$ cat src/verilog/mbr_pkg.sv
// Purpose: shared constants and types for the query handler
// Assumes: 125 MHz device clock, bytes framed by an outside receiver
// Notes:   crc register starts at all ones, reflected polynomial
// How it works
// - read up to 32 coils or 4 registers
// - single coil and register writes, one item
// - multi writes: 32 coils, 4 registers max
// - crc-16 over whole message, both sides
// - frames bounded by 24 bit-time silence
// - short header gap means no answer
// - reply after silence plus extra wait
// - loopback returns query unchanged
// - successful writes echo the query
// - reads return address, function, data
// - errors give address, function, code, crc
// - exception function is function plus 80h
// - codes 01h, 02h, 03h for basic errors
// - code 21h for out-of-range write
// - code 22h for restricted operations
// - broadcasts never answered, reads not broadcast
// - foreign slave address silently dropped
// - line error or bad length dropped
// - gap timing violation dropped
// - two-byte fields sent upper byte first, except the crc, lower byte first
// - own address 1 to 32, 0 broadcast
// - coil count 0 or over 32 gives 03h
// - start coil field is coil minus one
// - first coil in least-significant bit
`default_nettype none
package mbr_pkg;
  localparam int CLK_HZ           = 125_000_000;
  localparam int SILENT_BITS      = 24;
  localparam int DEF_CLKS_PER_BIT = 13021;
  localparam int WAIT_UNIT_MS     = 1;
  localparam int CYC_PER_MS       = CLK_HZ / 1000 * WAIT_UNIT_MS;
  localparam logic [9:0] MAX_WAIT_MS = 10'h3E8;
  localparam logic [15:0] CRC_INIT      = 16'hFFFF;
  localparam logic [15:0] CRC_POLY_REFL = 16'hA001;
  localparam logic [7:0] FC_RD_COIL  = 8'h01;
  localparam logic [7:0] FC_RD_REG   = 8'h03;
  localparam logic [7:0] FC_WR_COIL  = 8'h05;
  localparam logic [7:0] FC_WR_REG   = 8'h06;
  localparam logic [7:0] FC_LOOP     = 8'h08;
  localparam logic [7:0] FC_WR_COILS = 8'h0F;
  localparam logic [7:0] FC_WR_REGS  = 8'h10;
  localparam logic [7:0] EXC_FLAG    = 8'h80;
  localparam logic [7:0] EX_FUNC     = 8'h01;
  localparam logic [7:0] EX_ADDR     = 8'h02;
  localparam logic [7:0] EX_DATA     = 8'h03;
  localparam logic [7:0] EX_RANGE    = 8'h21;
  localparam logic [7:0] EX_LOCK     = 8'h22;
  localparam logic [15:0] COIL_ON    = 16'hFF00;
  localparam logic [15:0] COIL_OFF   = 16'h0000;
  localparam logic [15:0] MAX_COILS  = 16'h0020;
  localparam logic [15:0] MAX_REGS   = 16'h0004;
  localparam int MAX_DBYTES = 8;
  localparam logic [4:0] MIN_LEN   = 5'h04;
  localparam logic [4:0] SHORT_LEN = 5'h08;
  localparam logic [4:0] MULTI_HDR = 5'h09;
  localparam logic [4:0] DATA_POS  = 5'h07;
  localparam logic [4:0] RESP_HDR  = 5'h03;
  localparam logic [4:0] CRC_BYTES = 5'h02;
  localparam int RXBUF_LEN = 17;
  localparam logic [5:0] SLAVE_MAX = 6'h20;

  typedef struct packed {
    logic       valid;
    logic       err;
    logic [7:0] data;
  } mbr_rx_type;

  typedef struct packed {
    logic        valid;
    logic        write;
    logic        coil;
    logic [15:0] addr;
    logic [15:0] wdata;
  } mbr_map_req_type;

  typedef struct packed {
    logic        done;
    logic [15:0] rdata;
    logic [7:0]  exc;
  } mbr_map_rsp_type;

  typedef enum logic [2:0] {S_IDLE, S_CHECK, S_ACCESS, S_WAIT, S_SEND} mbr_state_type;
  typedef enum logic [1:0] {K_ECHO, K_READ, K_EXC} mbr_kind_type;
endpackage
`default_nettype wire

$ cat src/verilog/mbr_crc16.sv
// Purpose: byte-wise crc-16 engine
// Assumes: at most one byte per cycle
// Notes:   clear and a byte in one cycle start a new sum
`default_nettype none
module mbr_crc16
(
  input  wire logic        i_mclk,
  input  wire logic        i_sys_rst,
  input  wire logic        i_clear,
  input  wire logic        i_valid,
  input  wire logic [7:0]  i_byte,
  output logic      [15:0] o_crc
);
  function automatic logic [15:0] crc_step(input logic [15:0] c, input logic [7:0] b);
    logic [15:0] r;
    r = c ^ {8'h00, b};
    for (int k = 0; k < 8; k++)
    begin
      r = r[0] ? ((r >> 1) ^ mbr_pkg::CRC_POLY_REFL) : (r >> 1);
    end
    return r;
  endfunction

  logic [15:0] base;
  assign base = i_clear ? mbr_pkg::CRC_INIT : o_crc;

  always_ff @(posedge i_mclk or posedge i_sys_rst)
  begin
    if (i_sys_rst)
      o_crc <= mbr_pkg::CRC_INIT;
    else
      o_crc <= i_valid ? crc_step(base, i_byte) : base;
  end
endmodule
`default_nettype wire

$ cat src/verilog/mbr_slave_handler.sv
// Purpose: query checker, executor and responder of the serial slave
// Assumes: bytes come from a receiver on i_mclk; map answers per item
// Notes:   address and wait setting are slow straps, synchronised
`default_nettype none
module mbr_slave_handler #(
  parameter int CLKS_PER_BIT  = mbr_pkg::DEF_CLKS_PER_BIT,
  parameter int SILENT_CYCLES = mbr_pkg::SILENT_BITS * CLKS_PER_BIT,
  parameter int CYC_PER_MS    = mbr_pkg::CYC_PER_MS
)
(
  input  wire logic                     i_mclk,
  input  wire logic                     i_sys_rst,
  input  wire mbr_pkg::mbr_rx_type      i_rx,
  input  wire logic [5:0]               i_slave_addr,
  input  wire logic [9:0]               i_response_extra_wait_setting,
  output var  mbr_pkg::mbr_map_req_type o_map_req,
  input  wire mbr_pkg::mbr_map_rsp_type i_map_rsp,
  output logic                          o_tx_valid,
  output logic [7:0]                    o_tx_byte,
  input  wire logic                     i_tx_ready
);
  if (CLKS_PER_BIT < 1 || SILENT_CYCLES < 1 || CYC_PER_MS < 1)
  begin : g_bad_param
    $error("timing parameters must be positive");
  end

  mbr_pkg::mbr_state_type st_r;
  mbr_pkg::mbr_kind_type  kind_r;
  mbr_pkg::mbr_map_req_type item;
  logic [5:0]  addr_s1_r, addr_s2_r;
  logic [9:0]  wait_s1_r, wait_s2_r, wait_lim, ms_r;
  logic [31:0] gap_r, pre_r;
  logic        gap_ok, take, first, frame_end, in_frame_r, bad_r;
  logic [4:0]  len_r, item_idx, idx_r, tx_idx_r, tx_len;
  logic [7:0]  rxb_r [mbr_pkg::RXBUF_LEN];
  logic [7:0]  rd_r [mbr_pkg::MAX_DBYTES];
  logic [7:0]  fc, bc, code_r, fmt_code, body;
  logic [15:0] base, cnt, rx_crc, tx_crc;
  logic [5:0]  n_items, n_r;
  logic [4:0]  n_bytes, nb_r;
  logic        bcast, mine, len_ok, ok_frame, rd_like, go_access, more;
  logic        wait_done, tx_acc, tx_last_acc, tx_body_r;

  // straps come from pins, so two flops first
  always_ff @(posedge i_mclk or posedge i_sys_rst)
  begin
    if (i_sys_rst)
    begin
      addr_s1_r <= 6'h00;
      addr_s2_r <= 6'h00;
      wait_s1_r <= 10'h000;
      wait_s2_r <= 10'h000;
    end
    else
    begin
      addr_s1_r <= i_slave_addr;
      addr_s2_r <= addr_s1_r;
      wait_s1_r <= i_response_extra_wait_setting;
      wait_s2_r <= wait_s1_r;
    end
  end

  // line silence since the last byte, saturating
  assign gap_ok    = (gap_r == 32'(SILENT_CYCLES));
  assign take      = i_rx.valid && (st_r == mbr_pkg::S_IDLE);
  assign first     = take && !in_frame_r;
  assign frame_end = in_frame_r && gap_ok;

  always_ff @(posedge i_mclk or posedge i_sys_rst)
  begin
    if (i_sys_rst)
      gap_r <= 32'h0;
    else if (i_rx.valid)
      gap_r <= 32'h0;
    else if (!gap_ok)
      gap_r <= gap_r + 32'h1;
  end

  // bytes while busy are not stored but still restart the gap
  always_ff @(posedge i_mclk or posedge i_sys_rst)
  begin
    if (i_sys_rst)
    begin
      in_frame_r <= 1'b0;
      bad_r      <= 1'b0;
      len_r      <= 5'h00;
    end
    else if (first)
    begin
      in_frame_r <= 1'b1;
      bad_r      <= !gap_ok || i_rx.err;
      len_r      <= 5'h01;
    end
    else if (take)
    begin
      bad_r <= bad_r || i_rx.err || (len_r == 5'(mbr_pkg::RXBUF_LEN));
      if (len_r != 5'(mbr_pkg::RXBUF_LEN))
        len_r <= len_r + 5'h01;
    end
    else if (frame_end)
      in_frame_r <= 1'b0;
  end

  always_ff @(posedge i_mclk or posedge i_sys_rst)
  begin
    if (i_sys_rst)
    begin
      for (int k = 0; k < mbr_pkg::RXBUF_LEN; k++)
        rxb_r[k] <= 8'h00;
    end
    else if (first)
      rxb_r[0] <= i_rx.data;
    else if (take && len_r != 5'(mbr_pkg::RXBUF_LEN))
      rxb_r[len_r] <= i_rx.data;
  end

  mbr_crc16 u_rx_crc
  (
    .i_mclk    (i_mclk),
    .i_sys_rst (i_sys_rst),
    .i_clear   (first),
    .i_valid   (take),
    .i_byte    (i_rx.data),
    .o_crc     (rx_crc)
  );

  // query decode; crc bytes included make a good sum zero
  assign fc    = rxb_r[1];
  assign base  = {rxb_r[2], rxb_r[3]};
  assign cnt   = {rxb_r[4], rxb_r[5]};
  assign bc    = rxb_r[6];
  assign bcast = (rxb_r[0] == 8'h00);
  assign mine  = (rxb_r[0] == {2'h0, addr_s2_r}) && (addr_s2_r != 6'h00)
                 && (addr_s2_r <= mbr_pkg::SLAVE_MAX);

  always_comb
  begin
    len_ok   = 1'b1;
    fmt_code = 8'h00;
    n_items  = 6'h01;
    n_bytes  = 5'h00;
    case (fc)
      mbr_pkg::FC_RD_COIL:
      begin
        len_ok  = (len_r == mbr_pkg::SHORT_LEN);
        n_items = cnt[5:0];
        n_bytes = 5'((cnt[5:0] + 6'h07) >> 3);
        if (cnt == 16'h0 || cnt > mbr_pkg::MAX_COILS)
          fmt_code = mbr_pkg::EX_DATA;
      end
      mbr_pkg::FC_RD_REG:
      begin
        len_ok  = (len_r == mbr_pkg::SHORT_LEN);
        n_items = cnt[5:0];
        n_bytes = {1'b0, cnt[2:0], 1'b0};
        if (cnt == 16'h0 || cnt > mbr_pkg::MAX_REGS)
          fmt_code = mbr_pkg::EX_DATA;
      end
      mbr_pkg::FC_WR_COIL:
      begin
        len_ok = (len_r == mbr_pkg::SHORT_LEN);
        if (cnt != mbr_pkg::COIL_ON && cnt != mbr_pkg::COIL_OFF)
          fmt_code = mbr_pkg::EX_DATA;
      end
      mbr_pkg::FC_WR_REG:
        len_ok = (len_r == mbr_pkg::SHORT_LEN);
      mbr_pkg::FC_LOOP:
        len_ok = 1'b1;
      mbr_pkg::FC_WR_COILS:
      begin
        len_ok  = (bc <= 8'(mbr_pkg::MAX_DBYTES)) && (len_r == mbr_pkg::MULTI_HDR + bc[4:0]);
        n_items = cnt[5:0];
        if (cnt == 16'h0 || cnt > mbr_pkg::MAX_COILS || bc != 8'((cnt[5:0] + 6'h07) >> 3))
          fmt_code = mbr_pkg::EX_DATA;
      end
      mbr_pkg::FC_WR_REGS:
      begin
        len_ok  = (bc <= 8'(mbr_pkg::MAX_DBYTES)) && (len_r == mbr_pkg::MULTI_HDR + bc[4:0]);
        n_items = cnt[5:0];
        if (cnt == 16'h0 || cnt > mbr_pkg::MAX_REGS || bc != {4'h0, cnt[2:0], 1'b0})
          fmt_code = mbr_pkg::EX_DATA;
      end
      default:
        fmt_code = mbr_pkg::EX_FUNC;
    endcase
  end

  assign ok_frame  = !bad_r && (len_r >= mbr_pkg::MIN_LEN) && (rx_crc == 16'h0)
                     && len_ok && (mine || bcast);
  assign rd_like   = (fc == mbr_pkg::FC_RD_COIL) || (fc == mbr_pkg::FC_RD_REG)
                     || (fc == mbr_pkg::FC_LOOP) || (fmt_code == mbr_pkg::EX_FUNC);
  assign go_access = (st_r == mbr_pkg::S_CHECK) && ok_frame && (fmt_code == 8'h00)
                     && (fc != mbr_pkg::FC_LOOP) && !(bcast && rd_like);
  assign more      = ({1'b0, idx_r} + 6'h01) != n_r; // six bits, so a 32-item run can end

  always_ff @(posedge i_mclk or posedge i_sys_rst)
  begin
    if (i_sys_rst)
    begin
      st_r   <= mbr_pkg::S_IDLE;
      kind_r <= mbr_pkg::K_ECHO;
      code_r <= 8'h00;
      idx_r  <= 5'h00;
      n_r    <= 6'h00;
      nb_r   <= 5'h00;
    end
    else
    begin
      unique case (st_r)
        mbr_pkg::S_IDLE:
          if (frame_end)
            st_r <= mbr_pkg::S_CHECK;
        mbr_pkg::S_CHECK:
        begin
          code_r <= fmt_code;
          n_r    <= n_items;
          nb_r   <= n_bytes;
          idx_r  <= 5'h00;
          if (!ok_frame || (bcast && (rd_like || fmt_code != 8'h00)))
            st_r <= mbr_pkg::S_IDLE;
          else if (fmt_code != 8'h00)
          begin
            kind_r <= mbr_pkg::K_EXC;
            st_r   <= mbr_pkg::S_WAIT;
          end
          else if (fc == mbr_pkg::FC_LOOP)
          begin
            kind_r <= mbr_pkg::K_ECHO;
            st_r   <= mbr_pkg::S_WAIT;
          end
          else
          begin
            kind_r <= rd_like ? mbr_pkg::K_READ : mbr_pkg::K_ECHO;
            st_r   <= mbr_pkg::S_ACCESS;
          end
        end
        mbr_pkg::S_ACCESS:
          if (i_map_rsp.done)
          begin
            idx_r <= idx_r + 5'h01;
            if (i_map_rsp.exc != 8'h00)
            begin
              code_r <= i_map_rsp.exc;
              kind_r <= mbr_pkg::K_EXC;
              st_r   <= bcast ? mbr_pkg::S_IDLE : mbr_pkg::S_WAIT;
            end
            else if (!more)
              st_r <= bcast ? mbr_pkg::S_IDLE : mbr_pkg::S_WAIT;
          end
        mbr_pkg::S_WAIT:
          if (wait_done)
            st_r <= mbr_pkg::S_SEND;
        mbr_pkg::S_SEND:
          if (tx_last_acc)
            st_r <= mbr_pkg::S_IDLE;
        default:
          st_r <= mbr_pkg::S_IDLE;
      endcase
    end
  end

  // one map item per handshake; coil fields are one below the coil
  assign item_idx = (st_r == mbr_pkg::S_CHECK) ? 5'h00 : idx_r + 5'h01;

  always_comb
  begin
    item.valid = 1'b1;
    item.write = !rd_like;
    item.coil  = (fc == mbr_pkg::FC_RD_COIL) || (fc == mbr_pkg::FC_WR_COIL)
                 || (fc == mbr_pkg::FC_WR_COILS);
    item.addr  = base + {11'h0, item_idx} + {15'h0, item.coil};
    case (fc)
      mbr_pkg::FC_WR_COIL:
        item.wdata = {15'h0, cnt == mbr_pkg::COIL_ON};
      mbr_pkg::FC_WR_REG:
        item.wdata = cnt;
      mbr_pkg::FC_WR_COILS:
        item.wdata = {15'h0, rxb_r[mbr_pkg::DATA_POS + {3'h0, item_idx[4:3]}][item_idx[2:0]]};
      mbr_pkg::FC_WR_REGS:
        item.wdata = {rxb_r[mbr_pkg::DATA_POS + {item_idx[3:0], 1'b0}],
                      rxb_r[mbr_pkg::DATA_POS + {item_idx[3:0], 1'b1}]};
      default:
        item.wdata = 16'h0;
    endcase
  end

  always_ff @(posedge i_mclk or posedge i_sys_rst)
  begin
    if (i_sys_rst)
      o_map_req <= '0;
    else if (go_access || (st_r == mbr_pkg::S_ACCESS && i_map_rsp.done && i_map_rsp.exc == 8'h00 && more))
      o_map_req <= item;
    else if (st_r == mbr_pkg::S_ACCESS && i_map_rsp.done)
      o_map_req.valid <= 1'b0;
  end

  // unread coil bits stay zero
  always_ff @(posedge i_mclk or posedge i_sys_rst)
  begin
    if (i_sys_rst)
    begin
      for (int k = 0; k < mbr_pkg::MAX_DBYTES; k++)
        rd_r[k] <= 8'h00;
    end
    else if (st_r == mbr_pkg::S_CHECK)
    begin
      for (int k = 0; k < mbr_pkg::MAX_DBYTES; k++)
        rd_r[k] <= 8'h00;
    end
    else if (st_r == mbr_pkg::S_ACCESS && i_map_rsp.done && i_map_rsp.exc == 8'h00 && kind_r == mbr_pkg::K_READ)
    begin
      if (fc == mbr_pkg::FC_RD_COIL)
        rd_r[{1'b0, idx_r[4:3]}][idx_r[2:0]] <= i_map_rsp.rdata[0];
      else
      begin
        rd_r[{idx_r[1:0], 1'b0}] <= i_map_rsp.rdata[15:8];
        rd_r[{idx_r[1:0], 1'b1}] <= i_map_rsp.rdata[7:0];
      end
    end
  end

  // extra wait in milliseconds on top of the silence already seen
  assign wait_lim  = (wait_s2_r > mbr_pkg::MAX_WAIT_MS) ? mbr_pkg::MAX_WAIT_MS : wait_s2_r;
  assign wait_done = (st_r == mbr_pkg::S_WAIT) && (ms_r >= wait_lim);

  always_ff @(posedge i_mclk or posedge i_sys_rst)
  begin
    if (i_sys_rst)
    begin
      pre_r <= 32'h0;
      ms_r  <= 10'h000;
    end
    else if (st_r != mbr_pkg::S_WAIT)
    begin
      pre_r <= 32'h0;
      ms_r  <= 10'h000;
    end
    else if (pre_r == 32'(CYC_PER_MS - 1))
    begin
      pre_r <= 32'h0;
      ms_r  <= ms_r + 10'h001;
    end
    else
      pre_r <= pre_r + 32'h1;
  end

  // response bytes; crc is recomputed so an echo repeats it exactly
  always_comb
  begin
    unique case (kind_r)
      mbr_pkg::K_ECHO:
        tx_len = len_r - mbr_pkg::CRC_BYTES;
      mbr_pkg::K_READ:
        tx_len = mbr_pkg::RESP_HDR + nb_r;
      default:
        tx_len = mbr_pkg::RESP_HDR;
    endcase
    if (kind_r == mbr_pkg::K_ECHO)
      body = rxb_r[tx_idx_r];
    else if (tx_idx_r == 5'h00)
      body = rxb_r[0];
    else if (tx_idx_r == 5'h01)
      body = (kind_r == mbr_pkg::K_EXC) ? (rxb_r[1] | mbr_pkg::EXC_FLAG) : rxb_r[1];
    else if (tx_idx_r == 5'h02)
      body = (kind_r == mbr_pkg::K_EXC) ? code_r : {3'h0, nb_r};
    else
      body = rd_r[3'(tx_idx_r - mbr_pkg::RESP_HDR)];
  end

  assign tx_acc      = o_tx_valid && i_tx_ready;
  assign tx_last_acc = tx_acc && (tx_idx_r == tx_len + mbr_pkg::CRC_BYTES);

  mbr_crc16 u_tx_crc
  (
    .i_mclk    (i_mclk),
    .i_sys_rst (i_sys_rst),
    .i_clear   (wait_done),
    .i_valid   (tx_acc && tx_body_r),
    .i_byte    (o_tx_byte),
    .o_crc     (tx_crc)
  );

  // one idle cycle per byte lets the crc settle before its bytes go out
  always_ff @(posedge i_mclk or posedge i_sys_rst)
  begin
    if (i_sys_rst)
    begin
      o_tx_valid <= 1'b0;
      o_tx_byte  <= 8'h00;
      tx_idx_r   <= 5'h00;
      tx_body_r  <= 1'b0;
    end
    else if (wait_done)
      tx_idx_r <= 5'h00;
    else if (tx_acc)
      o_tx_valid <= 1'b0;
    else if (st_r == mbr_pkg::S_SEND && !o_tx_valid && tx_idx_r != tx_len + mbr_pkg::CRC_BYTES)
    begin
      o_tx_valid <= 1'b1;
      tx_body_r  <= (tx_idx_r < tx_len);
      tx_idx_r   <= tx_idx_r + 5'h01;
      if (tx_idx_r < tx_len)
        o_tx_byte <= body;
      else if (tx_idx_r == tx_len)
        o_tx_byte <= tx_crc[7:0];
      else
        o_tx_byte <= tx_crc[15:8];
    end
  end

  property p_no_bcast_reply;
    @(posedge i_mclk) disable iff (i_sys_rst) st_r == mbr_pkg::S_SEND |-> rxb_r[0] != 8'h00;
  endproperty
  a_no_bcast_reply: assert property (p_no_bcast_reply)
    else $error("reply to a broadcast query");

  property p_own_addr;
    @(posedge i_mclk) disable iff (i_sys_rst) o_tx_valid |-> mine;
  endproperty
  a_own_addr: assert property (p_own_addr)
    else $error("reply to a foreign address");

  property p_exc_fc;
    @(posedge i_mclk) disable iff (i_sys_rst)
      tx_acc && kind_r == mbr_pkg::K_EXC && tx_idx_r == 5'h02 |-> o_tx_byte == (rxb_r[1] | mbr_pkg::EXC_FLAG);
  endproperty
  a_exc_fc: assert property (p_exc_fc)
    else $error("exception function code wrong");

  property p_echo;
    @(posedge i_mclk) disable iff (i_sys_rst)
      tx_acc && kind_r == mbr_pkg::K_ECHO |-> o_tx_byte == rxb_r[tx_idx_r - 5'h01];
  endproperty
  a_echo: assert property (p_echo)
    else $error("echo differs from query");

  property p_read_hdr;
    @(posedge i_mclk) disable iff (i_sys_rst)
      tx_acc && kind_r == mbr_pkg::K_READ && tx_idx_r == 5'h01 |-> o_tx_byte == rxb_r[0];
  endproperty
  a_read_hdr: assert property (p_read_hdr)
    else $error("read reply address wrong");

  property p_coil_count;
    @(posedge i_mclk) disable iff (i_sys_rst)
      $rose(o_map_req.valid) && fc == mbr_pkg::FC_RD_COIL |-> n_r >= 6'h01 && n_r <= 6'h20;
  endproperty
  a_coil_count: assert property (p_coil_count)
    else $error("coil read with illegal count");

  property p_single;
    @(posedge i_mclk) disable iff (i_sys_rst)
      $rose(o_map_req.valid) && (fc == mbr_pkg::FC_WR_COIL || fc == mbr_pkg::FC_WR_REG) |-> n_r == 6'h01;
  endproperty
  a_single: assert property (p_single)
    else $error("single write with several items");

  property p_coil_addr;
    @(posedge i_mclk) disable iff (i_sys_rst)
      o_map_req.valid && o_map_req.coil |-> o_map_req.addr == base + {11'h0, idx_r} + 16'h0001;
  endproperty
  a_coil_addr: assert property (p_coil_addr)
    else $error("coil address not field plus one");

  property p_delay;
    @(posedge i_mclk) disable iff (i_sys_rst)
      st_r == mbr_pkg::S_WAIT ##1 st_r == mbr_pkg::S_SEND |-> $past(ms_r) == $past(wait_lim);
  endproperty
  a_delay: assert property (p_delay)
    else $error("response started before wait ended");

  property p_crc_good;
    @(posedge i_mclk) disable iff (i_sys_rst)
      $past(st_r) == mbr_pkg::S_CHECK && st_r != mbr_pkg::S_IDLE |-> $past(rx_crc) == 16'h0 && !$past(bad_r);
  endproperty
  a_crc_good: assert property (p_crc_good)
    else $error("bad or mistimed query accepted");
endmodule
`default_nettype wire
$ cat config.mk
export PLATFORM = sky130hd
export DESIGN_NAME = mbr_slave_handler
export DESIGN_NICKNAME = d
export VERILOG_FILES = /design/src/verilog/mbr_pkg.sv /design/src/verilog/mbr_crc16.sv /design/src/verilog/mbr_slave_handler.sv
export SDC_FILE = /design/constraint.sdc
export NUM_CORES = 1
export LEC_CHECK = 0
export ABC_AREA = 1
export BUFFER_PORTS_ARGS = -buffer_cell sky130_fd_sc_hd__clkbuf_2
export CORE_MARGIN = 5
export CORE_UTILIZATION = 65
export DETAILED_ROUTE_END_ITERATION = 7
export PLACE_DENSITY = 0.83
export SLEW_MARGIN = 20
export SYNTH_ARGS = -nofsm -noshare
export SYNTH_HDL_FRONTEND = slang
export SYNTH_SLANG_ARGS = --single-unit
$ cat constraint.sdc
create_clock -name i_mclk -period 41.6 [get_ports i_mclk]
set_clock_uncertainty 0.15 [all_clocks]
set_input_delay 4.16 -clock i_mclk [delete_from_list [all_inputs] [get_ports i_mclk]]
set_output_delay 4.16 -clock i_mclk [all_outputs]
set_load 0.05 [all_outputs]
# Word-level counts from Yosys, hierarchy flattened
# Cells that the tools add are included.
# W data, S select, Z words.
[totals] word_cells=381 regBits=424 inputBits=54 out_inout_bits=44
[op_classes] bitwise_logic=30 muxes=121 reduce_logical=92 eq_ne=43 magnitude_cmp=24 n_addsub=19
[op_table] cell="$mux W16" n=20
[op_table] cell="$mux W8" n=25
[op_table] cell="$bwmux W64" n=3
[op_table] cell="$mux W64" n=3
[op_table] cell="$bmux W8 S5" n=4
[op_table] cell="$bwmux W136" n=1
[op_table] cell="$mux W136" n=1
[op_table] cell="$mux W32" n=4
[op_table] cell="$demux W8 S3" n=3
[op_table] cell="$add A32 B1 Y32 const B" n=2
[op_table] cell="$pmux W16 S4" n=1
[op_table] cell="$not A2 Y3" n=16
[op_table] cell="$demux W8 S5" n=1
[op_table] cell="$mux W5" n=8
[op_table] cell="$logic_and A1 B1 Y1" n=33
[op_table] cell="$eq A32 B17 Y1 const B" n=1
[op_table] cell="$eq A32 B19 Y1 const B" n=1
[op_table] cell="$logic_not A16 Y1" n=2
[op_table] cell="$xor A16 B8 Y16" n=2
[op_table] cell="$ge A6 B6 Y1 const B" n=5
[op_table] cell="$mux W10" n=3
[op_table] cell="$bmux W8 S3" n=1
[op_table] cell="$logic_not A8 Y1" n=3
[op_table] cell="$not A5 Y6" n=4
[op_table] cell="86 further kinds" n=182

# Depth between registers and ports, before layout
# Gate-level depths: netlist of the first run.
[logic_depth] depth_word=23 depth_mapped=26 depth_no_buf=25

# Cells and area by module
# From an unflattened synthesis of the first run, not the netlist that was laid out.
[unflattened] cells_unflattened=3415 hier_area_um2=25212.9
[by_module_without_submodules] mod="mbr_slave_handler" seq_area_each_um2=9784.4 area_each_um2=22928.2 cells_each=3073 instances=1
[by_module_without_submodules] mod="mbr_crc16" seq_area_each_um2=420.4 area_each_um2=1142.3 cells_each=171 instances=2

# Least setup slack after synthesis of the first run
# No wires, ideal clock.
[synth_timing] path_kind="input to register" startpoint="input port i_map_rsp[4] (netlist bit)" endpoint="register rd_r[49] (netlist bit)" cell_stages=9 setup_ps=125 setup_slack_ps=35760 arrival_ps=5566 path_cell_list="inv_1 > nand4_1 > nor3_4 > nand3_1 > nand2_2 > o31ai_2 > buf_2 > a21oi_1 > mux2_2"
[synth_between] elab_chain_len=4
[synth_rtl] item="start, declared" line="mbr_slave_handler.sv:17" source="input wire mbr_pkg::mbr_map_rsp_type i_map_rsp,"
[synth_rtl] item="$logic_not A8 Y1" line="mbr_slave_handler.sv:310" source="else if (st_r == mbr_pkg::S_ACCESS && i_map_rsp.done && i_map_rsp.exc == 8'h00 && kind_r == mbr_pkg::K_READ)"
[synth_rtl] item="$logic_and A1 B1 Y1 (2 in series)" line="mbr_slave_handler.sv:310"
[synth_rtl] item="$reduce_bool A2 Y1 (no line)"
[synth_rtl] item="end signal, assigned by index" line="mbr_slave_handler.sv:313" source="rd_r[{1'b0, idx_r[4:3]}][idx_r[2:0]] <= i_map_rsp.rdata[0];"
[synth_rtl] item="end signal, assigned by index" line="mbr_slave_handler.sv:316" source="rd_r[{idx_r[1:0], 1'b0}] <= i_map_rsp.rdata[15:8];"
[synth_rtl] item="end signal, assigned by index" line="mbr_slave_handler.sv:317" source="rd_r[{idx_r[1:0], 1'b1}] <= i_map_rsp.rdata[7:0];"
[synth_rtl] item="end, declared" line="mbr_slave_handler.sv:36" source="logic [7:0] rd_r [mbr_pkg::MAX_DBYTES];"
# No other way between the ends.
# A chain may end at the register's enable or synchronous reset.

# Worst setup path in the final report of the first run
[layout_timing] startpoint="input port i_rx[9] (netlist bit)" endpoint="register rxb_r, in the netlist base[12]"
[layout_between] elab_chain_len=4 word_cells_on_any_way=5
[layout_rtl] item="start, declared" line="mbr_slave_handler.sv:13" source="input wire mbr_pkg::mbr_rx_type i_rx,"
[layout_rtl] item="$logic_and A1 B1 Y1 (*)" line="mbr_slave_handler.sv:65" source="assign take = i_rx.valid && (st_r == mbr_pkg::S_IDLE);"
[layout_rtl] item="$logic_and A1 B1 Y1" line="mbr_slave_handler.sv:66" source="assign first = take && !in_frame_r;"
[layout_rtl] item="$not A1 Y1 (no line)"
[layout_rtl] item="$reduce_and A2 Y1 (no line) (*)"
[layout_rtl] item="end signal, assigned by index" line="mbr_slave_handler.sv:114" source="rxb_r[len_r] <= i_rx.data;"
[layout_rtl] item="end, declared" line="mbr_slave_handler.sv:35" source="logic [7:0] rxb_r [mbr_pkg::RXBUF_LEN];"
# Every way passes the cells marked *; elsewhere a longest branch is shown, timed or not.

==> results of run 1 <==
==> power by group <==
group	internal, mW	switching, mW	total, mW
clock	0.266	0.172	0.438
sequential	0.485	0.0905	0.576
combinational	0.128	0.280	0.407
total	0.879	0.542	1.42
==> worst paths after layout <==
kind,from,to,slack [ns],depth (start not counted)
max in group asynchronous,i_sys_rst,tx_idx_r[0],35.51,4
min in group asynchronous,i_sys_rst,rd_r[21],3.55,2
worst max-delay path,i_rx[9],base[12],34.72,12
worst min register to register,wait_s1_r[4],wait_s2_r[4],0.19,0
worst min-delay path,wait_s1_r[4],wait_s2_r[4],0.19,0
worst max register to register,idx_r[0],o_map_req[30],36.34,15
==> synthesized netlist by cell type, types with 30 or more instances <==
master      n
o21ai_0   395
clkbuf_1   90
xor2_1     37
xnor2_1    30
nor2_1    270
buf_2      37
nand4_1    47
ha_1       44
o211ai_1   55
dfrtp_1   391
nor3_1     64
nand3_1   180
nand2_1   739
dfstp_2    32
o22ai_1    68
inv_1     337
a21oi_1   242
==> cell families (layout without fill, tap and decap cells) <==
group | count (synthesis) | count (layout) | synth area share [%]
other cells | 0 | 2 | 0
flops | 423 | 423 | 42.5
mux | 28 | 28 | 1.26
xor+xnor | 72 | 72 | 2.72
buf+inv | 503 | 565 | 7.97
fa+ha+maj | 46 | 46 | 2.36
simple gates | 1380 | 1380 | 23.7
compound gates | 870 | 870 | 19.4
==> per-stage QoR <==
step | hold WS (ns) | util, % | worst slack [ns]
after floorplan | 0.181 | - | 25.57
after global placement | 0.183 | 67.8 | 34.36
after detailed placement | 0.187 | 67.8 | 34.34
after CTS | 0.198 | 72.0 | 34.93
after global routing | 0.208 | 72.1 | 34.57
final | 0.193 | 72.1 | 34.72
==> layout by cell type, fill, tap and decap left out, types with 12 or more instances in the layout <==
cell type / n
nand2_1: 738
o21ai_0: 395
dfrtp_1: 390
inv_1: 336
nor2_1: 269
a21oi_1: 242
nand3_1: 179
clkbuf_2: 97
o22ai_1: 68
nor3_1: 64
o211ai_1: 55
nand4_1: 47
clkbuf_16: 47
ha_1: 44
xor2_1: 37
dfstp_2: 32
xnor2_1: 30
o21ai_1: 25
buf_4: 21
inv_2: 20
nor4_1: 19
mux2_2: 19
a31oi_1: 15
clkbuf_1: 14
nor2_2: 13
o21ai_2: 12
==> routing by layer <==
| metal | vias up | track usage [%] | part of all wire, % |
|---|---|---|---|
| met5 | - | 0 | 0.029 |
| met4 | 4 | 18.3 | 5.5 |
| met3 | 375 | 10.7 | 13 |
| met2 | 1778 | 61.6 | 44 |
| met1 | 11878 | 55.2 | 38 |
| li1 | 11201 | - | - |
==> registers in the layout, summed over array words and instances, names as in the netlist, 16 cells and up <==
name	flops
base	16
u_rx_crc.o_crc	16
cnt	16
rd_r	64
rxb_r	88
gap_r	32
u_tx_crc.o_crc	16
o_map_req	35
pre_r	32
==> cell type report <==
cell class	count	area, um2
Multi-Input combinational cell	2396	12400
Sequential cell	423	10600
Fill cell	2954	10600
Inverter	362	1370
Clock buffer	66	1300
Timing Repair Buffer	119	663
Tap cell	511	639
Clock inverter	18	297
Antenna cell	2	5.00
==> impl_metrics.env, run 1 <==
export IMPL_status="completed"
export IMPL_yosys_warnings=0
export IMPL_cts_hold_fix_buffers=0
export IMPL_async_reset_ff_share_pct=100
export IMPL_finalSetupViolations=0
export IMPL_critical_path_peak_fanout=24
export IMPL_slew_headroom_pct=18.6
export IMPL_crit_path_start_kind="input pin"
export IMPL_synth_cell_types=72
export IMPL_antenna_found_initial=2
export IMPL_avgSynthCellArea_um2=7.52
export IMPL_cpLargestDelayFamily="buffers and inverters"
export IMPL_initial_utilization_pct=66.0
export IMPL_crit_path_max_incr_delay_ns=0.44
export IMPL_ioPinCount=98
export IMPL_netlist_top_cells_area="dfrtp_1 (39%), nand2_1 (11%), o21ai_0 (7.9%), inv_1 (5.1%), a21oi_1 (4.8%)"
export IMPL_yosys_area_top_type_share_pct=39.2
export IMPL_viasPerCell=6.48
export IMPL_cts_sinks=423
export IMPL_grt_pass1_wl_mm=135
export IMPL_clk_pin_slew_ns=0.06
export IMPL_clk_path_buf_depth=3
export IMPL_worstMarginPinSlew_ns=1.22
export IMPL_hold_path_class="reg -> reg"
export IMPL_die_w_um=206
export IMPL_cp_end_kind="flop"
export IMPL_period_share_pct=16.5
export IMPL_rsz0062_at_grt="false"
export IMPL_synth_edff_count=0
export IMPL_dr_pass1_iters=7
export IMPL_clock_latency_ns=0.60
export IMPL_htreeDepth=2
export IMPL_post_dp_cell_area_um2=25700
export IMPL_fmax_mhz=145
export IMPL_drt_iter0_drc=3509
export IMPL_port_buffers=97
export IMPL_die_area_um2=42400
export IMPL_worst_ep_arrival_time_ns=7.19
export IMPL_cts_root_buf="clkbuf_16"
export IMPL_cts_tree="yes"
export IMPL_drive_above_1_share_pct=9.87
export IMPL_yosys_area_top_type="dfrtp_1"
export IMPL_total_power_mw=1.42
export IMPL_synthFlopType="dfrtp_1"
export IMPL_drc=0
export IMPL_cts_resized=0
export IMPL_drt_total_wl_mm=87.3
export IMPL_maxCapViolCount=0
export IMPL_synth_seq_cells=423
export IMPL_grt_util_all_layers_pct=40.6
export IMPL_vias=25236
export IMPL_dp_cells=3811
export IMPL_cts_setup_buffers=0
export IMPL_stdcell_area_um2=27300
export IMPL_final_cells=3897
export IMPL_crit_required_ns=41.92
export IMPL_hpwl_mm=61.2
export IMPL_period_minus_slack_ns=6.88
export IMPL_grt_pass1_vias=23912
export IMPL_cts_made_buffers=45
export IMPL_core_um2=37800
export IMPL_cp_slowest_cell="nor3_1"
export IMPL_netlist_instances=3322
export IMPL_cp_buffers_inverters=7
export IMPL_nets=3447
export IMPL_path_cells="clkbuf_2 > inv_1 > nor2_8 > inv_2 > nor2_2 > inv_2 > nor2_4 > inv_2 > nor3_1 > inv_1 > a21oi_1 > inv_1"
export IMPL_grt_max_degree=185
export IMPL_vdd_drop_max_v=0.0000488
export IMPL_synthesis_area_um2=25000
export IMPL_grt_overflow=0
export IMPL_p_leak_nw=12.8
export IMPL_hold_violations=0
export IMPL_die_y_um=206
export IMPL_final_setup_tns_ns=0
export IMPL_syn_to_final_growth_pct=9.23
export IMPL_power_density_nw_per_um2=52.1
export IMPL_syn_num_nets=3422
export IMPL_num_rows=71
export IMPL_gp_congestion=1.09
export IMPL_drv_slew=0
export IMPL_ant_nets=0
export IMPL_worstSetupPathType="in -> reg"
export IMPL_wl_per_cell_um=22.4
export IMPL_synth_seq_area_share_pct=42.5
(Power assumes the default switching activity.)
==> run 2: changes to the inputs <==
--- a/config.mk
+++ b/config.mk
@@ -5,12 +5,12 @@
 export SDC_FILE = /design/constraint.sdc
 export NUM_CORES = 1
 export LEC_CHECK = 0
-export ABC_AREA = 1
+export ABC_AREA = 0
 export BUFFER_PORTS_ARGS = -buffer_cell sky130_fd_sc_hd__clkbuf_2
 export CORE_MARGIN = 5
-export CORE_UTILIZATION = 65
+export CORE_UTILIZATION = 63
 export DETAILED_ROUTE_END_ITERATION = 7
-export PLACE_DENSITY = 0.83
+export PLACE_DENSITY = 0.81
 export SLEW_MARGIN = 20
 export SYNTH_ARGS = -nofsm -noshare
 export SYNTH_HDL_FRONTEND = slang
==> constraint.sdc (replaced) <==
create_clock -name i_mclk -period 7 [get_ports i_mclk]
set_clock_uncertainty 0.15 [all_clocks]
set_input_delay 0.7 -clock i_mclk [delete_from_list [all_inputs] [get_ports i_mclk]]
set_output_delay 0.7 -clock i_mclk [all_outputs]
set_load 0.05 [all_outputs]
==> run 2 against run 1 <==
Global-route usage shrank 6.3 points. Synthesized cell count shrank 29%. Non-clock buffer count shrank 8. Highest routed layer unchanged. First-iteration DRC count shrank 35%. Design area shrank 3.0%. Largest cell class unchanged. Synthesized area shrank 2.9%.
==> impl_metrics.env, run 2 <==
export IMPL_rsz0062_at_grt="false"
export IMPL_crit_required_ns=7.28
export IMPL_largest_register_ff_count=88
export IMPL_avgSynthCellArea_um2=10.3
export IMPL_period_minus_slack_ns=4.63
export IMPL_synth_most_common_cell="dfrtp_1"
export IMPL_diodes=0
export IMPL_hpwl_mm=50.6
export IMPL_p_leak_nw=11.3
export IMPL_maxCapViolCount=0
export IMPL_synth_edff_count=0
export IMPL_grt_util_all_layers_pct=34.4
export IMPL_top_regs="rxb_r x88, rd_r x64, o_map_req x35"
export IMPL_final_common_cell="dfrtp_1"
export IMPL_drc=0
export IMPL_yosys_area_top_type="dfrtp_1"
export IMPL_clock_latency_ns=0.60
export IMPL_num_rows=71
export IMPL_cts_tree="yes"
export IMPL_die_w_um=206
export IMPL_cts_made_buffers=46
export IMPL_htreeDepth=2
export IMPL_clk_pin_slew_ns=0.06
export IMPL_hold_violations=0
export IMPL_port_buffers=97
export IMPL_synth_xor_area_share_pct=6.60
export IMPL_ant_nets=0
export IMPL_core_um2=37800
export IMPL_grt_overflow=0
export IMPL_cp_end_kind="flop"
export IMPL_hold_worst_slack_ns=0.0595
export IMPL_worstMarginPinSlew_ns=1.15
export IMPL_slew_headroom_pct=22.7
export IMPL_drt_total_wl_mm=72.5
export IMPL_yosys_area_top_type_share_pct=40.3
export IMPL_syn_to_final_growth_pct=9.16
export IMPL_status="completed"
export IMPL_worst_ep_arrival_time_ns=4.91
export IMPL_drive_above_1_share_pct=20.9
export IMPL_fill_cells=2766
export IMPL_final_setup_tns_ns=0
export IMPL_drv_slew=0
export IMPL_power_density_nw_per_um2=316
export IMPL_ioPinCount=98
export IMPL_worstSetupPathType="reg -> reg"
export IMPL_nets=2445
export IMPL_netlist_instances=2345
export IMPL_clk_path_buf_depth=3
export IMPL_synthFlopType="dfrtp_1"
export IMPL_synth_seq_area_share_pct=43.8
export IMPL_synth_cell_types=82
export IMPL_gp_congestion=1.02
export IMPL_netlist_top_cells_area="dfrtp_1 (40%), mux2_2 (8.1%), mux4_2 (7.1%), nor2_1 (3.6%), nand2_1 (3.5%)"
export IMPL_regMostFlops="rxb_r"
export IMPL_syn_num_nets=2445
export IMPL_finalSetupViolations=0
export IMPL_crit_path_start_kind="flop"
export IMPL_cts_setup_buffers=0
export IMPL_synth_seq_cells=423
export IMPL_cts_resized=0
export IMPL_die_area_um2=42500
export IMPL_wl_per_cell_um=25.1
export IMPL_synthesis_area_um2=24300
export IMPL_synth_simple_area_share_pct=14.4
export IMPL_vias=19419
export IMPL_synth_top_family_by_area="multiplexers"
export IMPL_dr_pass1_iters=5
export IMPL_regArea_um2=10600
export IMPL_die_y_um=206
export IMPL_async_reset_ff_share_pct=100
export IMPL_period_share_pct=66.1
export IMPL_fmax_mhz=216
export IMPL_drt_iter0_drc=2286
export IMPL_initial_utilization_pct=64.1
export IMPL_synthAdderAreaFrac_pct=2.43
export IMPL_ys_top_cells_by_count="dfrtp_1 (391), nor2_1 (231), nand2_1 (228), mux2_2 (175), o21ai_0 (121)"
export IMPL_grt_pass1_wl_mm=113
export IMPL_hold_path_class="in -> reg"
export IMPL_grt_max_degree=145
export IMPL_antenna_found_initial=3
export IMPL_grt_pass1_vias=19151
export IMPL_cts_root_buf="clkbuf_16"
export IMPL_final_core_util_pct=70.0
export IMPL_cts_sinks=423
export IMPL_synth_compound_gate_area_share_pct=11.2
export IMPL_yosys_warnings=0
export IMPL_final_cell_mix="dfrtp_1 (388), nor2_1 (231), nand2_1 (228), mux2_2 (175), o21ai_0 (121)"
export IMPL_vdd_drop_max_v=0.000267
export IMPL_critical_path_peak_fanout=31
export IMPL_multiInputGateArea_um2=12800
export IMPL_muxShareOfSynthArea_pct=18.0
export IMPL_cts_hold_fix_buffers=0
export IMPL_viasPerCell=6.72
run 2: critical path, stage by stage (launching register included):
cell and delay, ns:
dfrtp_2 0.82, ha_1 0.41, xnor2_1 0.26, or2_2 0.48, clkinv_1 0.46, ha_1 0.48, a21oi_1 0.10, o21bai_1 0.16
a21oi_1 0.15, or3b_2 0.51, nor3_1 0.22, xnor2_1 0.15, a21oi_1 0.08
run 2: final cells by class:
cell class / count / share of cell area (%)
multi-input cells: 1712 / 48.5
flip-flops and latches: 423 / 40.1
clock buffers: 67 / 5.10
well taps: 511 / 2.41
repair buffers: 111 / 2.33
clock inverters: 15 / 0.808
inverters: 51 / 0.737
run 2: logic make-up after synthesis:
group,Yosys count
buffers and inverters,210
adder cells (fa/ha/maj),46
flip-flops,423
AND/OR/NAND/NOR,745
AO/OA/AOI/OAI,426
XOR/XNOR,177
multiplexers,318
run 2: path summary, 6_finish.rpt:
kind	startpoint	to	slack, ns	depth (start not counted)
max in group asynchronous	i_sys_rst	cnt[10]	4.76	4
max reg2reg	idx_r[0]	o_map_req[31]	2.37	12
min reg2reg	wait_s1_r[5]	wait_s2_r[5]	0.20	0
max	idx_r[0]	o_map_req[31]	2.37	12
min	i_slave_addr[0]	addr_s1_r[0]	0.06	1
min in group asynchronous	i_sys_rst	rd_r[54]	0.08	2
run 2: metrics by stage:
step | setup slack, ns | power, mW | cell area, um2 | instances
floorplan | 0.469 | 5.00 | 24300 | 2345
global placement | 2.30 | 5.67 | 24900 | 2808
detailed placement | 2.12 | 5.77 | 24900 | 2808
CTS | 2.08 | 8.31 | 26500 | 2890
global route | 2.19 | 8.68 | 26500 | 2890
finish | 2.37 | 8.37 | 26500 | 2890
run 2: metal layers:
layer  track usage (%)  share of wire [%]
met2              53.6                 46
met1              46.4                 39
met4              13.7                4.8
met3              9.12                9.9
met5                 0              0.036
run 2: where the power goes:
part	switching [mW]	internal [mW]
Clock	1.03	1.49
Sequential	0.887	2.89
Combinational	0.999	1.07
Total	2.92	5.46
